--- src/aif_pkg.sv ---
// Purpose: Constants shared by the ADC interrupt flag block.
// Assumes: 32-bit register data, byte offsets as word addresses.
// Notes:   Flag positions are common to every flag-shaped register.
`default_nettype none
package aif_pkg;
    // ==========================================
    // Register offsets
    // ==========================================
    localparam logic [15:0] OFS_INDEX      = 16'h1020;
    localparam logic [15:0] OFS_MASK       = 16'h1028;
    localparam logic [15:0] OFS_RAW        = 16'h1030;
    localparam logic [15:0] OFS_MASKED     = 16'h1038;
    localparam logic [15:0] OFS_MASKED_EX  = 16'h1040;
    localparam logic [15:0] OFS_CLEAR      = 16'h1048;
    localparam logic [15:0] OFS_CLEAR_EX   = 16'h1050;

    // ==========================================
    // Flag positions
    // ==========================================
    localparam int BIT_OVERFLOW  = 0;
    localparam int BIT_TIMEOUT   = 1;
    localparam int BIT_ABOVE     = 2;
    localparam int BIT_BELOW     = 3;
    localparam int BIT_INPUT     = 4;
    localparam int BIT_DMA_DONE  = 5;
    localparam int BIT_UNDERFLOW = 6;
    localparam int BIT_SEQ_DONE  = 7;
    localparam int BIT_RESULT0   = 8;
    localparam int FLAG_W        = 12;

    // ==========================================
    // Field groups and reset values
    // ==========================================
    // Mask bits that software may write
    localparam logic [11:0] MASK_WRITABLE = 12'hf5f;
    // Flags cleared by the main clear register
    localparam logic [11:0] CLEAR_MAIN    = 12'hfd0;
    // Flags cleared by the extended clear register
    localparam logic [11:0] CLEAR_EXT     = 12'h02f;
    // Only the input event is gated into the extended masked view
    localparam logic [11:0] MASKED_EX_SEL = 12'h010;
    localparam logic [11:0] RAW_RESET     = 12'h000;
    localparam logic [11:0] MASK_RESET    = 12'h000;
    localparam logic [31:0] RDATA_RESET   = 32'h0000_0000;
endpackage
`default_nettype wire

--- src/aif_top.sv ---
// Purpose: Raw, masked and index views of the ADC interrupt flags.
// Assumes: Event inputs are one-cycle pulses synchronous to mclk_i.
// Notes:   Read data appear only in the cycle after the read strobe.
`timescale 1ns/10ps
`default_nettype none
module aif_top (
    input  wire logic        mclk_i,
    input  wire logic        rst_i,
    input  wire logic [15:0] addr_i,
    input  wire logic [31:0] wdata_i,
    input  wire logic        we_i,
    input  wire logic        re_i,
    output logic      [31:0] rdata_o,
    input  wire logic [3:0]  result_load_i,
    input  wire logic [3:0]  result_read_i,
    input  wire logic        underflow_i,
    input  wire logic        dma_done_i,
    input  wire logic        input_event_i,
    input  wire logic        below_i,
    input  wire logic        above_i,
    input  wire logic        timeout_i,
    input  wire logic        overflow_i,
    input  wire logic        seq_done_i,
    output logic             irq_o
);

    // ==========================================
    // State
    // ==========================================
    typedef struct packed {
        logic [11:0] mask;
        logic [11:0] raw;
        logic [31:0] rdata;
    } aif_state_s;

    aif_state_s  s_q;
    aif_state_s  s_d;
    logic [11:0] set_v;
    logic [11:0] clr_v;
    logic [11:0] masked_v;
    logic [3:0]  index_v;
    logic        idx_rd;

    // Lowest pending masked flag wins; 0 means none pending
    function automatic logic [3:0] aif_index(input logic [11:0] m);
        logic [3:0] r;
        r = 4'h0;
        for (int i = aif_pkg::FLAG_W - 1; i >= 0; i--)
        begin
            if (m[i])
            begin
                r = 4'(i + 1);
            end
        end
        return r;
    endfunction

    // Bus write qualifier shared by all write-one registers; the strobe comes in
    // as an argument so that assertions see its sampled value like the address
    function automatic logic aif_wr(input logic        w,
                                    input logic [15:0] a,
                                    input logic [15:0] ofs);
        return w && (a == ofs);
    endfunction

    // ==========================================
    // Derived views
    // ==========================================
    // Mask and raw combine bitwise so software sees pending enabled events
    assign masked_v = s_q.mask & s_q.raw;
    assign index_v  = aif_index(masked_v);
    assign idx_rd   = re_i && (addr_i == aif_pkg::OFS_INDEX);
    assign irq_o    = |masked_v;
    assign rdata_o  = s_q.rdata;

    // ==========================================
    // Set and clear sources
    // ==========================================
    // Raw capture ignores the mask so polling works with interrupts off
    always_comb
    begin
        set_v = 12'h000;
        set_v[11:8] = result_load_i;
        set_v[aif_pkg::BIT_SEQ_DONE]  = seq_done_i;
        set_v[aif_pkg::BIT_UNDERFLOW] = underflow_i;
        set_v[aif_pkg::BIT_DMA_DONE]  = dma_done_i;
        set_v[aif_pkg::BIT_INPUT]     = input_event_i;
        set_v[aif_pkg::BIT_BELOW]     = below_i;
        set_v[aif_pkg::BIT_ABOVE]     = above_i;
        set_v[aif_pkg::BIT_TIMEOUT]   = timeout_i;
        set_v[aif_pkg::BIT_OVERFLOW]  = overflow_i;
    end

    // Clears ignore the mask; an index read drops only the flag it reports
    always_comb
    begin
        clr_v = 12'h000;
        if (aif_wr(we_i, addr_i, aif_pkg::OFS_CLEAR))
        begin
            clr_v = clr_v | (wdata_i[11:0] & aif_pkg::CLEAR_MAIN);
        end
        if (aif_wr(we_i, addr_i, aif_pkg::OFS_CLEAR_EX))
        begin
            clr_v = clr_v | (wdata_i[11:0] & aif_pkg::CLEAR_EXT);
        end
        clr_v[11:8] = clr_v[11:8] | result_read_i;
        if (idx_rd && (index_v != 4'h0))
        begin
            clr_v[index_v - 4'h1] = 1'b1;
        end
    end

    // ==========================================
    // Next state
    // ==========================================
    always_comb
    begin
        s_d = s_q;
        // Set beats clear so a same-cycle event is not lost
        s_d.raw = (s_q.raw & ~clr_v) | set_v;
        if (aif_wr(we_i, addr_i, aif_pkg::OFS_MASK))
        begin
            s_d.mask = wdata_i[11:0] & aif_pkg::MASK_WRITABLE;
        end
        // Read data live one cycle only; unmapped reads return zero
        s_d.rdata = 32'h0000_0000;
        if (re_i)
        begin
            unique case (addr_i)
                aif_pkg::OFS_RAW:
                    s_d.rdata = {20'h00000, s_q.raw};
                aif_pkg::OFS_MASK:
                    s_d.rdata = {20'h00000, s_q.mask};
                aif_pkg::OFS_MASKED:
                    s_d.rdata = {20'h00000, masked_v};
                aif_pkg::OFS_MASKED_EX:
                    s_d.rdata = {20'h00000, masked_v & aif_pkg::MASKED_EX_SEL};
                aif_pkg::OFS_INDEX:
                    s_d.rdata = {28'h0000000, index_v};
                default:
                    s_d.rdata = 32'h0000_0000;
            endcase
        end
    end

    // Synchronous reset puts every register at its reset value
    always_ff @(posedge mclk_i)
    begin
        if (rst_i)
        begin
            s_q.mask  <= aif_pkg::MASK_RESET;
            s_q.raw   <= aif_pkg::RAW_RESET;
            s_q.rdata <= aif_pkg::RDATA_RESET;
        end
        else
        begin
            s_q <= s_d;
        end
    end
endmodule // aif_top
`default_nettype wire

--- config.mk ---
export PLATFORM = sky130hd
export DESIGN_NAME = aif_top
export DESIGN_NICKNAME = d
export VERILOG_FILES = /design/src/aif_pkg.sv /design/src/aif_top.sv
export SDC_FILE = /design/constraint.sdc
export NUM_CORES = 1
export LEC_CHECK = 0
export BUFFER_PORTS_ARGS = -buffer_cell sky130_fd_sc_hd__buf_2
export CAP_MARGIN = 20
export CORE_UTILIZATION = 48
export DETAILED_ROUTE_END_ITERATION = 6
export MAX_ROUTING_LAYER = met4
export PLACE_DENSITY_LB_ADDON = 0.08
export SLEW_MARGIN = 5
export SYNTH_ARGS = -nofsm -noshare
export SYNTH_HDL_FRONTEND = slang
export SYNTH_SLANG_ARGS = --single-unit
--- constraint.sdc ---
create_clock -name mclk_i -period 4.67 [get_ports mclk_i]
set_input_delay 0.467 -clock mclk_i [delete_from_list [all_inputs] [get_ports mclk_i]]
set_output_delay 0.467 -clock mclk_i [all_outputs]
set_load 0.05 [all_outputs]
==> results_dict.tcl <==
set metrics [dict create \
    crit_fanout 4 \
    synthSimpleGateAreaFrac 0.241 \
    clock_skew_ns 0.00370 \
    crit_required_ns 4.20 \
    synth_top_family_by_area "simple AND/OR/NAND/NOR gates" \
    gp_congestion 0.839 \
    worstMarginPinSlew_ns 0.604 \
    async_flop_share 0 \
    core_area_um2 3740 \
    die_h_um 65.1 \
    cts_root_buf "clkbuf_8" \
    hp-class "in -> reg" \
    finalCritPeriodShare 0.525 \
    slew_headroom 0.597 \
    drv_cap 0 \
    tns_ns 0 \
    dr.pass1.iters 4 \
    rsz0062_at_grt "false" \
    min_from "seq_done_i" \
    synth_compound_area_frac 0.231 \
    die_area_um2 4240 \
    antenna_cells 0 \
    internal_power_uw 471 \
    ant_nets 0 \
    synth_cell_types 45 \
    critPathKind "reg -> out" \
    num_vias 1869 \
    clockPowerShare 0.395 \
    synthToLayoutAreaGrowth_pct 13.9 \
    cts_made_buffers 5 \
    path_cells "a222oi_1 > nand2_1 > or3_2 > buf_2" \
    ys_seq_elements 34 \
    yosys_most_used_dff "dfxtp_1" \
    pwr-share-comb 0.135 \
    grt_pass1_vias 1647 \
    power.density_nw_per_um2 298 \
    post_cts_buffers 0 \
    fin_cells 337 \
    cts.sinks 34 \
    grt_util_all_layers 0.249 \
    wl_met2_um 2240 \
    initial_core_util 0.511 \
    drtIter0Drc 124 \
    wire_per_inst_um 14.3 \
    final_common_cell "buf_2" \
    power_leakage_nw 0.966 \
    crit_path_start "s_q[32]" \
    end_kind "primary output" \
    finalSetupViolations 0 \
    irDropWorstVdd_v 0.000189 \
    met3_length_um 362 \
    cts_tree "built" \
    mostFrequentLayoutCells "buf_2 (60), nand2_1 (37), dfxtp_1 (34), conb_1 (20), a21oi_1 (19)" \
    cp_slowest_cell "a222oi_1" \
    drt-total-wl_um 4830 \
    drv_slew 0 \
    status "finished, final reports clean" \
    multi_input_area_um2 977 \
    viasPerCell 5.55 \
    die_w_um 65.1 \
    synth_edf_count 0 \
    hold_buffers 0 \
    synth_area_um2 1910 \
    drive_above_1_share 0.249 \
    clock_path_buffers 2 \
    power.net_switching_uw 177 \
    clk_latency_ns 0.29 \
    synth_mux_area_frac 0 \
    synth_warnings 0 \
    syn_avg_cell_area_um2 7.93 \
    regArea_um2 681 \
    fillCellCount 378 \
    power_frac_seq 0.470 \
    grt_remaining_overflow 0 \
    hold_viol 0 \
    fmax_mhz 408 \
    synthAdderAreaFrac 0 \
    synth_cells 241 \
    path_clk_slew_ns 0.07 \
    drt-met1-wl_um 2110 \
    htree_levels 2 \
    cts-resized-gates 0 \
    ios 101 \
    rr_startpoint "s_q[32]" \
    antenna_found_initial 0 \
    grt_max_degree 23 \
    layout.nets 356 \
    dp.cells 329 \
    synth_xor_area_frac 0 \
    dpl.hpwl_um 3600 \
    start_kind "register" \
    yosysSeqAreaShare 0.356 \
    io_buffers 60 \
    rows 22 \
    max_stage_delay_ns 0.60 \
    highest_layer "met4" \
    sw_frac_of_total 0.273 \
    grt_pass1_wl_um 7600 \
    drc_errors 0 \
    fin_crit_ns 2.45 \
    crit_arrival_ns 1.98 \
]
metrics by stage:
| step | setup slack, ns | utilization | instance area (µm²) | total power [mW] | hold WS (ns) |
|---|---|---|---|---|---|
| detailed placement | 2.47 | 0.552 | 2070 | 0.398 | 0.465 |
| CTS | 2.22 | 0.582 | 2180 | 0.651 | 0.380 |
| global route | 2.12 | 0.582 | 2180 | 0.672 | 0.388 |
| finish | 2.22 | 0.582 | 2180 | 0.648 | 0.380 |
| floorplan | 2.78 | - | 1980 | 0.380 | 0.443 |
| global placement | 2.50 | 0.552 | 2070 | 0.397 | 0.459 |
final cells by class:
cell class,count,share of cell area
multi-input cells,174,0.449
repair buffers,60,0.138
well taps,48,0.0276
flip-flops and latches,34,0.313
clock buffers,8,0.0506
inverters,13,0.0224
power by group through the flow:
stage / logic [mW] / registers, mW / clock network, mW
final: 0.0874 / 0.305 / 0.256
after global routing: 0.0946 / 0.306 / 0.271
after CTS: 0.0867 / 0.304 / 0.260
after detailed placement: 0.0865 / 0.311 / 0
after global placement: 0.0859 / 0.311 / 0
after floorplan: 0.0713 / 0.309 / 0
state kept, by name, summed over array words and instances (netlist names):
register  cells
s_q          22
rdata_o      12
worst max-delay path, delay by kind of cell (launching register included):
kind	cells	cell delay, ns
AOI/OAI and AO/OA	1	0.60
buffers and inverters	1	0.22
DFF	1	0.34
and+or+nand+nor	2	0.53
final timing paths:
| path | depth (start not counted) | to | slack (ns) |
|---|---|---|---|
| setup / recovery | 4 | irq_o | 2.22 |
| setup reg to reg | 4 | s_q[38] | 2.78 |
| hold / removal | 3 | s_q[39] | 0.38 |
| hold reg to reg | 2 | s_q[39] | 0.47 |
logic make-up (layout without fill, tap and decap cells):
logic type / Yosys count / count (layout)
other: 1 / 20
AND/OR/NAND/NOR: 93 / 93
AO/OA/AOI/OAI: 61 / 61
buffers and inverters: 52 / 81
flip-flops: 34 / 34
Yosys cell counts, types with 2 or more instances:
cell	instances	area share
nand2_1	37	0.073
dfxtp_1	34	0.36
buf_4	32	0.13
a21oi_1	19	0.050
nor2_1	18	0.035
inv_1	11	0.022
and3_1	7	0.023
a2111oi_0	6	0.027
o22ai_1	6	0.020
a22o_1	5	0.023
nand3_1	5	0.013
nand4_1	5	0.016
a311oi_1	4	0.018
clkbuf_1	4	0.0079
nor4_1	4	0.013
nor2b_1	3	0.0098
nor3b_1	3	0.012
o221ai_1	3	0.014
a222oi_1	2	0.010
a22oi_1	2	0.0079
a31oi_1	2	0.0065
a32o_1	2	0.010
clkinv_1	2	0.0039
nand2b_1	2	0.0065
nor4b_1	2	0.0092
o211a_1	2	0.010
routing by layer:
metal / up-vias / global-route usage
met4: 0 / 0.144
met1: 854 / 0.295
met2: 80 / 0.395
met3: 14 / 0.0503
met5: - / -
li1: 921 / -
Note: power is estimated with default switching activity, not from simulation.
